### src/include/rca_core_defines.vh
// constants for the eight-bit execution core: phases, sfr map, fields
// assumes inclusion by its bare name from the core module
`ifndef RCA_CORE_DEFINES_VH
`define RCA_CORE_DEFINES_VH
// ------------------------------------------------------------
// phase counter codes
// ------------------------------------------------------------
`define RCA_PH1        2'h0
`define RCA_PH2        2'h1
`define RCA_PH3        2'h2
`define RCA_PH4        2'h3
// ------------------------------------------------------------
// reset values
// ------------------------------------------------------------
`define RCA_RST_VEC    13'h0000
`define RCA_NOP        14'h0000
`define RCA_STAT_RST   8'h18
// ------------------------------------------------------------
// special registers inside data memory
// ------------------------------------------------------------
`define RCA_A_INDF     7'h00
`define RCA_A_PCL      7'h02
`define RCA_A_STAT     7'h03
`define RCA_A_FSR      7'h04
`define RCA_SB_C       0
`define RCA_SB_DC      1
`define RCA_SB_Z       2
`define RCA_SB_BANK    5
// ------------------------------------------------------------
// instruction word fields
// ------------------------------------------------------------
`define RCA_F_CLS      13:12
`define RCA_F_TOP3     13:11
`define RCA_F_OP       11:8
`define RCA_F_BOP      11:10
`define RCA_F_BIT      9:7
`define RCA_F_D        7
`define RCA_F_REG      6:0
`define RCA_F_LIT      7:0
`define RCA_F_JMP      10:0
`define RCA_F_PCH      12:8
`define RCA_F_PCHJ     12:11
// ------------------------------------------------------------
// instruction classes and opcodes
// ------------------------------------------------------------
`define RCA_C_BYTE     2'h0
`define RCA_C_BIT      2'h1
`define RCA_C_LIT      2'h3
`define RCA_C_GOTO     3'h5
`define RCA_O_MOVWF    4'h0
`define RCA_O_CLR      4'h1
`define RCA_O_SUB      4'h2
`define RCA_O_DEC      4'h3
`define RCA_O_IOR      4'h4
`define RCA_O_AND      4'h5
`define RCA_O_XOR      4'h6
`define RCA_O_ADD      4'h7
`define RCA_O_MOVF     4'h8
`define RCA_O_COM      4'h9
`define RCA_O_INC      4'ha
`define RCA_O_DECSZ    4'hb
`define RCA_O_RR       4'hc
`define RCA_O_RL       4'hd
`define RCA_O_SWAP     4'he
`define RCA_O_INCSZ    4'hf
`define RCA_B_CLR      2'h0
`define RCA_B_SET      2'h1
`define RCA_B_SKC      2'h2
`define RCA_B_SKS      2'h3
`endif

### src/logic/rca_core.v
// eight-bit execution core: working register, alu, flags, two-stage pipe
// assumes combinational program and data memories answering in the cycle
// Function
// RULE1: eight-bit alu doing add, subtract, shift and logic operations.
// RULE2: arithmetic operands and results are two's complement bytes.
// RULE3: two-operand ops use working register plus file register or literal.
// RULE4: single-operand ops use working register or a file register.
// RULE5: eight-bit working register held in the core, not data-mapped.
// RULE6: carry, half-carry and zero flags in status update per instruction.
// RULE7: subtraction sets carry and half-carry as inverted borrow.
// RULE8: fourteen-bit instruction words, one whole word fetched per cycle.
// RULE9: fetch of next instruction overlaps execution of the current one.
// RULE10: all instructions take one cycle except branches taking longer.
// RULE11: cycle-rate output runs at a quarter of the input clock rate.
// RULE12: low master clear resets the whole core.
// RULE13: special registers including program counter sit in data memory.
// RULE14: clock divided into four non-overlapping phases per cycle.
// RULE15: operand read in phase two, destination written in phase four.
// RULE16: a program counter change flushes the fetched word; two cycles.
// RULE17: zero flag set when result byte is all zeros, else cleared; movwf, rotate, swap, skip, bit and move-literal ops keep it.
`timescale 1ns/1ps
`default_nettype none
`include "rca_core_defines.vh"
module rca_core (
   // clock and reset
   input  wire        sys_clk,
   input  wire        rst_n,
   input  wire        master_clear_n,
   // program memory bus
   output reg  [12:0] prog_addr,
   input  wire [13:0] prog_data,
   // data memory bus
   output reg  [7:0]  data_addr,
   output reg         data_rd_en,
   input  wire [7:0]  data_rdata,
   output reg         data_wr_en,
   output reg  [7:0]  data_wdata,
   // phase and cycle outputs
   output reg         phase_one,
   output reg         phase_two,
   output reg         phase_three,
   output reg         phase_four,
   output reg         cycle_rate_output,
   // core state
   output reg  [7:0]  w_value,
   output reg  [7:0]  status_value
);
   // ------------------------------------------------------------
   // state
   // ------------------------------------------------------------
   reg  [1:0]  ph;
   reg  [1:0]  next_ph;
   reg  [13:0] ir;
   reg  [7:0]  fsr;
   reg  [7:0]  opnd;
   reg  [7:0]  res;
   reg  [7:0]  res_st;
   reg         skip_q;
   reg  [7:0]  next_res;
   reg  [7:0]  next_st;
   reg         wr_f;
   reg         wr_w;
   reg         skip;
   reg  [7:0]  src;
   reg  [7:0]  bx;
   reg         sub_op;
   reg  [8:0]  sum;
   reg  [4:0]  nib;
   reg  [7:0]  bmask;
   wire        rst_all;
   wire [1:0]  cls;
   wire [3:0]  op;
   wire [1:0]  bop;
   wire        dst;
   wire [7:0]  lit;
   wire [7:0]  eff;
   wire        sfr_pcl;
   wire        sfr_st;
   wire        sfr_fsr;
   wire        is_int;
   wire        jump;
   reg  [7:0]  sfr_rd;
   integer     i;

   assign rst_all = ~rst_n | ~master_clear_n; // [RULE12]
   assign cls = ir[`RCA_F_CLS];
   assign op  = ir[`RCA_F_OP];
   assign bop = ir[`RCA_F_BOP];
   assign dst = ir[`RCA_F_D];
   assign lit = ir[`RCA_F_LIT];
   assign jump = (ir[`RCA_F_TOP3] == `RCA_C_GOTO);

   // ------------------------------------------------------------
   // operand addressing: direct via bank bit or indirect via fsr
   // ------------------------------------------------------------
   assign eff = (ir[`RCA_F_REG] == `RCA_A_INDF) ? fsr :
                {status_value[`RCA_SB_BANK], ir[`RCA_F_REG]}; // [RULE13]
   assign sfr_pcl = (eff[6:0] == `RCA_A_PCL);
   assign sfr_st  = (eff[6:0] == `RCA_A_STAT);
   assign sfr_fsr = (eff[6:0] == `RCA_A_FSR);
   assign is_int  = sfr_pcl | sfr_st | sfr_fsr;

   always @* begin
      sfr_rd = fsr;
      if (sfr_pcl) begin
         sfr_rd = prog_addr[7:0];
      end
      if (sfr_st) begin
         sfr_rd = status_value;
      end
   end

   // ------------------------------------------------------------
   // alu and decode
   // ------------------------------------------------------------
   always @* begin
      src = (cls == `RCA_C_LIT) ? lit : opnd; // [RULE3] [RULE4]
      sub_op = 1'b0;
      next_res = src;
      next_st = status_value;
      wr_f = 1'b0;
      wr_w = 1'b0;
      skip = 1'b0;
      bmask = 8'h00;
      for (i = 0; i < 8; i = i + 1) begin
         bmask[i] = (ir[`RCA_F_BIT] == i[2:0]);
      end
      if ((cls == `RCA_C_BYTE && op == `RCA_O_SUB) ||
          (cls == `RCA_C_LIT && op[3:1] == 3'h6)) begin
         sub_op = 1'b1;
      end
      bx = sub_op ? ~w_value : w_value;
      // two's complement: subtract is src + ~w + 1
      sum = {1'b0, src} + {1'b0, bx} + {8'h00, sub_op}; // [RULE1] [RULE2]
      nib = {1'b0, src[3:0]} + {1'b0, bx[3:0]} + {4'h0, sub_op};
      case (cls)
         `RCA_C_BYTE: begin
            wr_f = dst;
            wr_w = ~dst;
            case (op)
               `RCA_O_MOVWF: begin
                  next_res = w_value;
                  wr_w = 1'b0;
               end
               `RCA_O_CLR:   next_res = 8'h00;
               `RCA_O_SUB:   next_res = sum[7:0];
               `RCA_O_ADD:   next_res = sum[7:0];
               `RCA_O_DEC:   next_res = src - 8'h01;
               `RCA_O_DECSZ: next_res = src - 8'h01;
               `RCA_O_INC:   next_res = src + 8'h01;
               `RCA_O_INCSZ: next_res = src + 8'h01;
               `RCA_O_IOR:   next_res = src | w_value;
               `RCA_O_AND:   next_res = src & w_value;
               `RCA_O_XOR:   next_res = src ^ w_value;
               `RCA_O_COM:   next_res = ~src;
               `RCA_O_RR:    next_res = {status_value[`RCA_SB_C], src[7:1]};
               `RCA_O_RL:    next_res = {src[6:0], status_value[`RCA_SB_C]};
               `RCA_O_SWAP:  next_res = {src[3:0], src[7:4]};
               default:      next_res = src;
            endcase
            if (op == `RCA_O_ADD || op == `RCA_O_SUB) begin
               next_st[`RCA_SB_C]  = sum[8]; // [RULE6] [RULE7]
               next_st[`RCA_SB_DC] = nib[4]; // [RULE7]
            end
            if (op == `RCA_O_RR) begin
               next_st[`RCA_SB_C] = src[0]; // [RULE6]
            end
            if (op == `RCA_O_RL) begin
               next_st[`RCA_SB_C] = src[7];
            end
            if (op != `RCA_O_MOVWF && op != `RCA_O_RR && op != `RCA_O_RL &&
                op != `RCA_O_SWAP && op != `RCA_O_DECSZ && op != `RCA_O_INCSZ) begin
               next_st[`RCA_SB_Z] = (next_res == 8'h00); // [RULE17]
            end
            if (op == `RCA_O_DECSZ || op == `RCA_O_INCSZ) begin
               skip = (next_res == 8'h00); // [RULE16]
            end
         end
         `RCA_C_BIT: begin
            case (bop)
               `RCA_B_CLR: begin
                  next_res = src & ~bmask;
                  wr_f = 1'b1;
               end
               `RCA_B_SET: begin
                  next_res = src | bmask;
                  wr_f = 1'b1;
               end
               `RCA_B_SKC: skip = ((src & bmask) == 8'h00);
               `RCA_B_SKS: skip = ((src & bmask) != 8'h00);
               default:    skip = 1'b0;
            endcase
         end
         `RCA_C_LIT: begin
            wr_w = 1'b1;
            case (op[3:1])
               3'h0, 3'h1: next_res = lit;
               3'h4:       next_res = lit | w_value;
               3'h5:       next_res = (op[0]) ? (lit & w_value) : (lit ^ w_value);
               3'h6:       next_res = sum[7:0];
               3'h7:       next_res = sum[7:0];
               default:    wr_w = 1'b0;
            endcase
            if (op[3:1] == 3'h4) begin
               next_res = op[0] ? (lit & w_value) : (lit | w_value);
            end
            if (op[3:2] == 2'h3) begin
               next_st[`RCA_SB_C]  = sum[8]; // [RULE7]
               next_st[`RCA_SB_DC] = nib[4];
            end
            if (op[3:2] != 2'h0 && wr_w) begin
               next_st[`RCA_SB_Z] = (next_res == 8'h00); // [RULE17]
            end
         end
         default: begin
            wr_f = 1'b0;
         end
      endcase
   end

   // ------------------------------------------------------------
   // phase sequencer and cycle-rate output
   // ------------------------------------------------------------
   always @* begin
      next_ph = ph + 2'h1; // [RULE14]
   end

   always @(posedge sys_clk) begin
      if (rst_all) begin
         ph <= `RCA_PH1;
         phase_one <= 1'b0;
         phase_two <= 1'b0;
         phase_three <= 1'b0;
         phase_four <= 1'b0;
         cycle_rate_output <= 1'b0;
      end else begin
         ph <= next_ph;
         phase_one   <= (next_ph == `RCA_PH1); // [RULE14]
         phase_two   <= (next_ph == `RCA_PH2);
         phase_three <= (next_ph == `RCA_PH3);
         phase_four  <= (next_ph == `RCA_PH4);
         // high in phases one and two: one period per four clocks
         cycle_rate_output <= (next_ph == `RCA_PH1) |
                              (next_ph == `RCA_PH2); // [RULE11]
      end
   end

   // ------------------------------------------------------------
   // fetch and execute pipeline
   // ------------------------------------------------------------
   always @(posedge sys_clk) begin
      if (rst_all) begin
         prog_addr <= `RCA_RST_VEC;
         ir <= `RCA_NOP;
         fsr <= 8'h00;
         opnd <= 8'h00;
         res <= 8'h00;
         res_st <= `RCA_STAT_RST;
         skip_q <= 1'b0;
         w_value <= 8'h00;
         status_value <= `RCA_STAT_RST;
         data_addr <= 8'h00;
         data_rd_en <= 1'b0;
         data_wr_en <= 1'b0;
         data_wdata <= 8'h00;
      end else begin
         data_rd_en <= 1'b0;
         data_wr_en <= 1'b0;
         case (ph)
            `RCA_PH1: begin
               data_addr <= eff;
               data_rd_en <= (cls != `RCA_C_LIT) & ~jump & ~is_int; // [RULE15]
            end
            `RCA_PH2: begin
               opnd <= is_int ? sfr_rd : data_rdata; // [RULE15]
            end
            `RCA_PH3: begin
               res <= next_res;
               res_st <= next_st;
               skip_q <= skip;
               data_wdata <= next_res;
               data_wr_en <= wr_f & ~is_int; // [RULE15]
            end
            `RCA_PH4: begin
               if (wr_w) begin
                  w_value <= res; // [RULE5]
               end
               status_value <= res_st; // [RULE6]
               if (wr_f && sfr_st) begin
                  // flag bits keep the computed value over the written byte
                  status_value <= {res[7:3], res_st[2:0]};
               end
               if (wr_f && sfr_fsr) begin
                  fsr <= res;
               end
               // next word enters the execute stage as this one finishes
               ir <= prog_data; // [RULE8] [RULE9]
               prog_addr <= prog_addr + 13'h0001;
               if (jump) begin
                  prog_addr <= {prog_addr[`RCA_F_PCHJ], ir[`RCA_F_JMP]};
                  ir <= `RCA_NOP; // [RULE10] [RULE16]
               end else if (wr_f && sfr_pcl) begin
                  prog_addr <= {prog_addr[`RCA_F_PCH], res}; // [RULE13]
                  ir <= `RCA_NOP; // [RULE16]
               end else if (skip_q) begin
                  ir <= `RCA_NOP; // [RULE10]
               end
            end
            default: begin
               data_rd_en <= 1'b0;
            end
         endcase
      end
   end
endmodule // rca_core
`default_nettype wire

### config.mk
export PLATFORM = sky130hd
export DESIGN_NAME = rca_core
export DESIGN_NICKNAME = d
export VERILOG_FILES = /design/src/logic/rca_core.v
export VERILOG_INCLUDE_DIRS = /design/src /design/src/include
export SDC_FILE = /design/constraint.sdc
export NUM_CORES = 1
export LEC_CHECK = 0
export ABC_AREA = 1
export CAP_MARGIN = 20
export CORE_MARGIN = 4
export CORE_UTILIZATION = 59
export DETAILED_ROUTE_END_ITERATION = 10
export DONT_BUFFER_PORTS = 1
export PLACE_DENSITY = 0.78
export SYNTH_ARGS = -nofsm -noshare
export SYNTH_HDL_FRONTEND = slang
export SYNTH_SLANG_ARGS = --single-unit
### constraint.sdc
create_clock -name sys_clk -period 2.92 [get_ports sys_clk]
set_clock_uncertainty 0.15 [all_clocks]
set_input_delay 0.146 -clock sys_clk [delete_from_list [all_inputs] [get_ports sys_clk]]
set_output_delay 0.146 -clock sys_clk [all_outputs]
set_load 0.03 [all_outputs]
==> results of run 1 <==
[power groups by stage]
stage / Clock (uW) / Combinational [uW] / Sequential, uW
floorplan: 0 / 116 / 1330
global placement: 0 / 172 / 1330
detailed placement: 0 / 175 / 1330
CTS: 1220 / 204 / 1300
global route: 1270 / 238 / 1300
finish: 1230 / 220 / 1300
[repair_timing]
action,in CTS,in global routing
buffers inserted,11,8
pin swaps,29,44
gates resized for setup,46,44
endpoints found under the hold margin,22,0
endpoints found under the setup margin,8,49
hold buffers,22,0
[area by class of cell]
| class | instances | area (um^2) | area share |
|---|---|---|---|
| Clock buffer | 9 | 225 | 0.0237 |
| Multi-Input combinational cell | 846 | 5090 | 0.535 |
| Tap cell | 168 | 210 | 0.0221 |
| Clock inverter | 7 | 81.3 | 0.00855 |
| Timing Repair Buffer | 184 | 1470 | 0.155 |
| Inverter | 146 | 561 | 0.0589 |
| Sequential cell | 93 | 1870 | 0.197 |
[layer usage]
layer / up-vias / part of all wire / routed length [um] / track usage
li1: 4099 / - / - / -
met1: 4167 / 0.36 / 11000 / 0.499
met2: 703 / 0.46 / 14200 / 0.700
met3: 199 / 0.11 / 3530 / 0.0947
met4: 0 / 0.073 / 2270 / 0.247
met5: - / 0 / 0 / 0
[cells by family after synthesis]
logic type                 Yosys count  synth area share
adders and majority gates           56            0.0954
and+or+nand+nor                    505             0.304
AOI/OAI and AO/OA                  274             0.224
DFF                                 93             0.251
xor gates and xnor gates            11            0.0130
buffers and inverters              195             0.112
[cells in the final DEF (no fill, tap or decap), types with 4 or more instances in the layout]
cell type,count
dlygate4sd3_1,22
a221oi_1,4
nand4_1,18
a21oi_2,10
nand2_1,230
ha_1,49
o21ai_1,12
xor2_1,8
inv_1,120
o22ai_1,6
o21ai_0,64
clkbuf_16,9
buf_4,156
or2_2,5
dfxtp_2,4
o221ai_1,6
buf_6,4
inv_4,5
o21ai_2,4
nand3_2,16
nand2_4,9
o2111ai_1,8
a211oi_1,4
o211ai_1,35
nor3_1,8
inv_2,20
ha_4,6
nand3_1,71
nor2_2,6
a21oi_1,96
dfxtp_1,87
nor2_1,94
nand2_2,29
[worst max-delay path, delay by kind of cell (launching register included)]
kind | cells | cell delay [ns]
and+or+nand+nor | 17 | 1.47
adders and majority gates | 2 | 0.49
buffers and inverters | 4 | 0.39
DFF | 1 | 0.38
AOI/OAI and AO/OA | 2 | 0.17
[through the flow]
| stage | area, um^2 | setup TNS (ns) | worst slack (ns) | hold slack, ns |
|---|---|---|---|---|
| 4_1_cts | 9260 | -0.284 | -0.132 | 0.155 |
| 5_1_grt | 9520 | -2.06 | -0.375 | 0.205 |
| 2_1_floorplan | 7450 | 0 | 0.0224 | 0.149 |
| 3_3_place_gp | 8460 | -1.14 | -0.285 | 0.164 |
| 6_report | 9520 | -0.790 | -0.202 | 0.187 |
| 3_5_place_dp | 8460 | -1.23 | -0.291 | 0.165 |
[sequential cells by signal (all words and copies together) (netlist names)]
signal,cells
data_addr,8
phase_four,1
data_rd_en,1
phase_three,1
opnd,8
phase_two,1
data_wr_en,1
cycle_rate_output,1
w_value,8
phase_one,1
fsr,8
prog_addr,13
status_value,8
res_st,8
ir,14
res,8
skip_q,1
ph,2
[final timing paths]
path              from           endpoint  slack, ns  cells past startpoint
max             ir[13]          res_st[2]      -0.20                     25
min              rst_n  cycle_rate_output       0.19                      3
max reg2reg     ir[13]          res_st[2]      -0.20                     25
min reg2reg  res_st[3]          res_st[3]       0.31                      2
==> summary.txt, run 1 <==
Final layout
  – Share of cells above drive strength 1: 0.250
  – Fillers: 932
  – Final nets: 1361
  – Layout area overhead: 28.2%
  – Fin util: 0.783
  – N_diodes: 0
  – Non-filler cells, final: 1453

Detailed routing
  – Routed WL: 31100 um
  – Starting DRC count in detailed routing: 1296
  – Drt first pass iters: 9
  – Remaining DRCs: 0
  – Via density: 6.31
  – ANT nets after route: 0
  – Via count: 9168
  – DR WL/cell: 21.4 um

Critical path
  – Critical path endpoint category: flip-flop
  – CP max stage delay: 0.38 ns
  – Data required, critical path: 3.05 ns
  – Most frequent CP cell: nand2_1
  – Worst Path Class, Setup: reg -> reg
  – CP max FO: 6
  – Crit start category: flip-flop
  – Crit-path slowest cell: dfxtp_4
  – Worst EP arrival: 3.25 ns

Power and ir drop
  – Total Power: 2750 uW
  – Sw frac: 0.257
  – Sequential power share: 0.474
  – P_int: 2040 uW
  – Pwr Density: 289 nW/um^2
  – Peak VDD IR: 0.000419 V
  – Clock share of power: 0.446
  – Combinational power share: 0.080
  – Leakage: 0.00426 uW
  – P_sw: 705 uW

Synth
  – EDFF count, synth: 0
  – Yosys top cell area share: 0.251
  – Yosys warnings: 0
  – Main flop type after synthesis: dfxtp_1
  – Area contributors post-synth: dfxtp_1 (25%), nand2_1 (13%), ha_1 (9.3%)
  – Syn Area/Cell: 6.55 um^2
  – Synth top cells by count: nand2_1 (250), inv_1 (125), a21oi_1 (101)
  – Register area share after synthesis: 0.251
  – Top-count cell post-synth: nand2_1
  – Yosys reg bits: 93
  – Yosys top cell by area: dfxtp_1
  – Synthesized area: 7420 um^2
  – Post-Syn Nets: 1215
  – Syn Inst Count: 1134
  – Unique masters post-synth: 53
  – Fraction of registers with async set/reset: 0

Global routing
  – Vias in the first global route: 8720
  – First-pass GRT wire length: 47600 um
  – Grt ovf: 0
  – Largest net degree at the start of global routing: 57
  – Initial antenna violation count: 0
  – Global-route usage over all layers: 0.422

Die
  – DIE HEIGHT: 120 um
  – Row count: 40
  – Die area: 14400 um^2
  – Die Wd: 120 um
  – Top Ports: 77
  – Core footprint: 12200 um^2
  – Initial Util: 0.610

Placed design
  – Post-detail-place hpwl: 22700 um
  – Dpl cells: 1396
  – Input/output buffers: 0
  – RD Place Congestion: 1.04

Run status
  – Status: finished with violations
  – Failing checks: setup timing

CTS
  – Root buffer cell: clkbuf_16
  – Worst skew pair latency: 0.35 ns
  – CTS tree: yes
  – # H-tree levels: 3
  – Clock tree buffer depth: 2
  – CTS clk-pin slew, worst paths: 0.07 ns
  – Clk sink count: 93
  – TritonCTS Buffers: 9

Hold path
  – Min-delay worst type: in -> reg

Timing
  – Final setup fails: 7
  – Final min period: 3.12 ns
  – Final WS setup: -0.202 ns
  – F_max: 320 MHz
  – Final period util: 1.07
  – Slew Limit Fails: 0
  – Slew HR: 0.402
  – RSZ-0062 raised after global routing: yes
  – Worst-Margin Slew: 0.892 ns
  – Hold Vio Cnt, Final: 0

Run
  – Max cap viols: 0
(Power assumes the default switching activity.)
==> run 2, diff against run 1 <==
--- a/config.mk
+++ b/config.mk
@@ -13,6 +13,7 @@
 export DETAILED_ROUTE_END_ITERATION = 10
 export DONT_BUFFER_PORTS = 1
 export PLACE_DENSITY = 0.78
+export SKIP_LAST_GASP = 1
 export SYNTH_ARGS = -nofsm -noshare
 export SYNTH_HDL_FRONTEND = slang
 export SYNTH_SLANG_ARGS = --single-unit
==> summary.txt, run 2 (same netlist as run 1, synthesis figures left out) <==
CTS
  – CTS tree: yes
  – Clock tree buffer depth: 2
  – # H-tree levels: 3
  – Root buffer cell: clkbuf_16
  – Clk sink count: 93
  – TritonCTS Buffers: 9
  – CTS clk-pin slew, worst paths: 0.07 ns
  – Worst skew pair latency: 0.35 ns

Die
  – Top Ports: 77
  – Core footprint: 12200 um^2
  – Die area: 14400 um^2
  – DIE HEIGHT: 120 um
  – Row count: 40
  – Initial Util: 0.610
  – Die Wd: 120 um

Timing
  – RSZ-0062 raised after global routing: yes
  – Worst-Margin Slew: 0.878 ns
  – Slew Limit Fails: 0
  – Final setup fails: 8
  – Slew HR: 0.411
  – Final WS setup: -0.230 ns
  – Final period util: 1.08
  – Hold Vio Cnt, Final: 0
  – Final min period: 3.15 ns
  – F_max: 317 MHz

Hold path
  – Hold EP: cycle_rate_output
  – Hold Crit Start: rst_n
  – Worst Hold Path Cells: 3
  – Min-delay worst type: in -> reg

Global routing
  – Grt ovf: 0
  – Vias in the first global route: 8704
  – First-pass GRT wire length: 47600 um
  – Initial antenna violation count: 0
  – Global-route usage over all layers: 0.423
  – Largest net degree at the start of global routing: 57

Detailed routing
  – Starting DRC count in detailed routing: 1262
  – Via density: 6.36
  – DR WL/cell: 21.5 um
  – Via count: 9231
  – Drt first pass iters: 8
  – Routed WL: 31200 um
  – Remaining DRCs: 0
  – ANT nets after route: 0

Critical path
  – CP top delay family: simple AND/OR/NAND/NOR gates
  – Crit-path slowest cell: dfxtp_2
  – CP max FO: 4
  – Worst reg-to-reg setup slack: -0.23 ns
  – FF-to-FF Start: ir[9]
  – Critical Path Start: ir[9]
  – Most frequent CP cell: nand2_1
  – Worst Path Class, Setup: reg -> reg
  – Crit start category: flip-flop
  – Data required, critical path: 3.05 ns
  – Critical path endpoint category: flip-flop
  – CP max stage delay: 0.34 ns
  – R2R Path End: res_st[2]
  – Number of cells on the worst reg-to-reg path: 20
  – Cell Chain, Critical Path: inv_2 -> buf_4 -> nand3_4 -> nand2_8 -> xor2_1 -> ha_4 -> a21o_1 -> inv_1 -> o21a_1 -> nand2_2 -> or2_1 -> nand3_1 -> nand3_2 -> nand2_1 -> nand4_1 -> nand2_1 -> nand2_1 -> nand2_1 -> nand2_1 -> a21oi_2
  – Worst EP arrival: 3.28 ns
  – CP bufs+invs: 3

Power and ir drop
  – Leakage: 0.00423 uW
  – Peak VDD IR: 0.000417 V
  – Pwr Density: 289 nW/um^2

Final layout
  – Max reg flops: 14
  – N_diodes: 0
  – Largest registers: ir (14), prog_addr (13)
  – Layout area overhead: 27.8%
  – Non-filler cells, final: 1452
  – Most flops, register: ir
  – Design area: 9490 um^2
  – Final nets: 1360
  – Most common cell after layout, fill and taps aside: nand2_1
  – Most frequent cells in the layout: nand2_1 (234), buf_4 (155), inv_1 (121)
  – Share of cells above drive strength 1: 0.240

Placed design
  – Area of placed instances: 8460 um^2
  – Post-detail-place hpwl: 22700 um
  – RD Place Congestion: 1.04
  – Dpl cells: 1396
  – Input/output buffers: 0

Run status
  – Failing checks: setup timing
  – Status: finished with violations

Run
  – Max cap viols: 0
==> run 2: changes by cell type in the layout (fill, tap and decap cells not counted), moves of 2 or more <==
cell | before | now
o21ai_0 | 64 | 66
nand2_2 | 29 | 25
inv_2 | 20 | 18
nand3_1 | 71 | 77
nand3_2 | 16 | 10
nand2_1 | 230 | 234
o21ai_1 | 12 | 9
==> run 2: layer usage <==
metal / GRT usage / routed length, um / up-vias
met5: 0 / 0 / -
met4: 0.239 / 2330 / 0
met3: 0.0938 / 3540 / 201
met2: 0.703 / 14400 / 726
met1: 0.501 / 11000 / 4212
li1: - / - / 4092
==> run 2: area by class of cell <==
cell class	instances	area, um^2
sequential	93	1870
tap	168	210
multi-input combinational	846	5070
timing repair buffer	183	1460
clock inverter	7	81.3
clock buffer	9	225
inverter	146	563
fill	937	2670
==> run 2: what timing repair did <==
item                                    in CTS  in global routing
pin swaps                                   28                 34
endpoints found under the hold margin       22                  0
hold buffers                                22                  0
endpoints found under the setup margin       8                 49
buffers inserted                            11                  7
gates resized for setup                     42                 37
==> run 2: worst max-delay path by stage <==
stage | end | cells past startpoint
final | res_st[2] | 20
after detailed placement | res_st[2] | 25
after global placement | res[6] | 20
after global routing | res_st[2] | 25
after floorplan | res_st[2] | 24
after CTS | res_st[2] | 24
==> run 2: where the power goes <==
part / total [uW] / internal (uW) / switching (uW)
registers: 1300 / 1280 / 25.0
logic: 220 / 87.3 / 132
clock network: 1220 / 678 / 541
==> run 2: per-stage QoR <==
| step | setup slack (ns) | TNS [ns] | hold WS (ns) | util | total power [uW] |
|---|---|---|---|---|---|
| floorplan | 0.0224 | 0 | 0.149 | - | 1450 |
| global placement | -0.285 | -1.14 | 0.164 | 0.696 | 1510 |
| detailed placement | -0.291 | -1.23 | 0.165 | 0.696 | 1510 |
| CTS | -0.132 | -0.291 | 0.155 | 0.760 | 2730 |
| global route | -0.398 | -2.21 | 0.208 | 0.780 | 2810 |
| finish | -0.230 | -0.803 | 0.182 | 0.780 | 2740 |
==> run 2: tightest hold or removal path, cell delays in order <==
cell and delay (ns):
nand2_2 0.03, buf_4 0.30, nor2_1 0.14
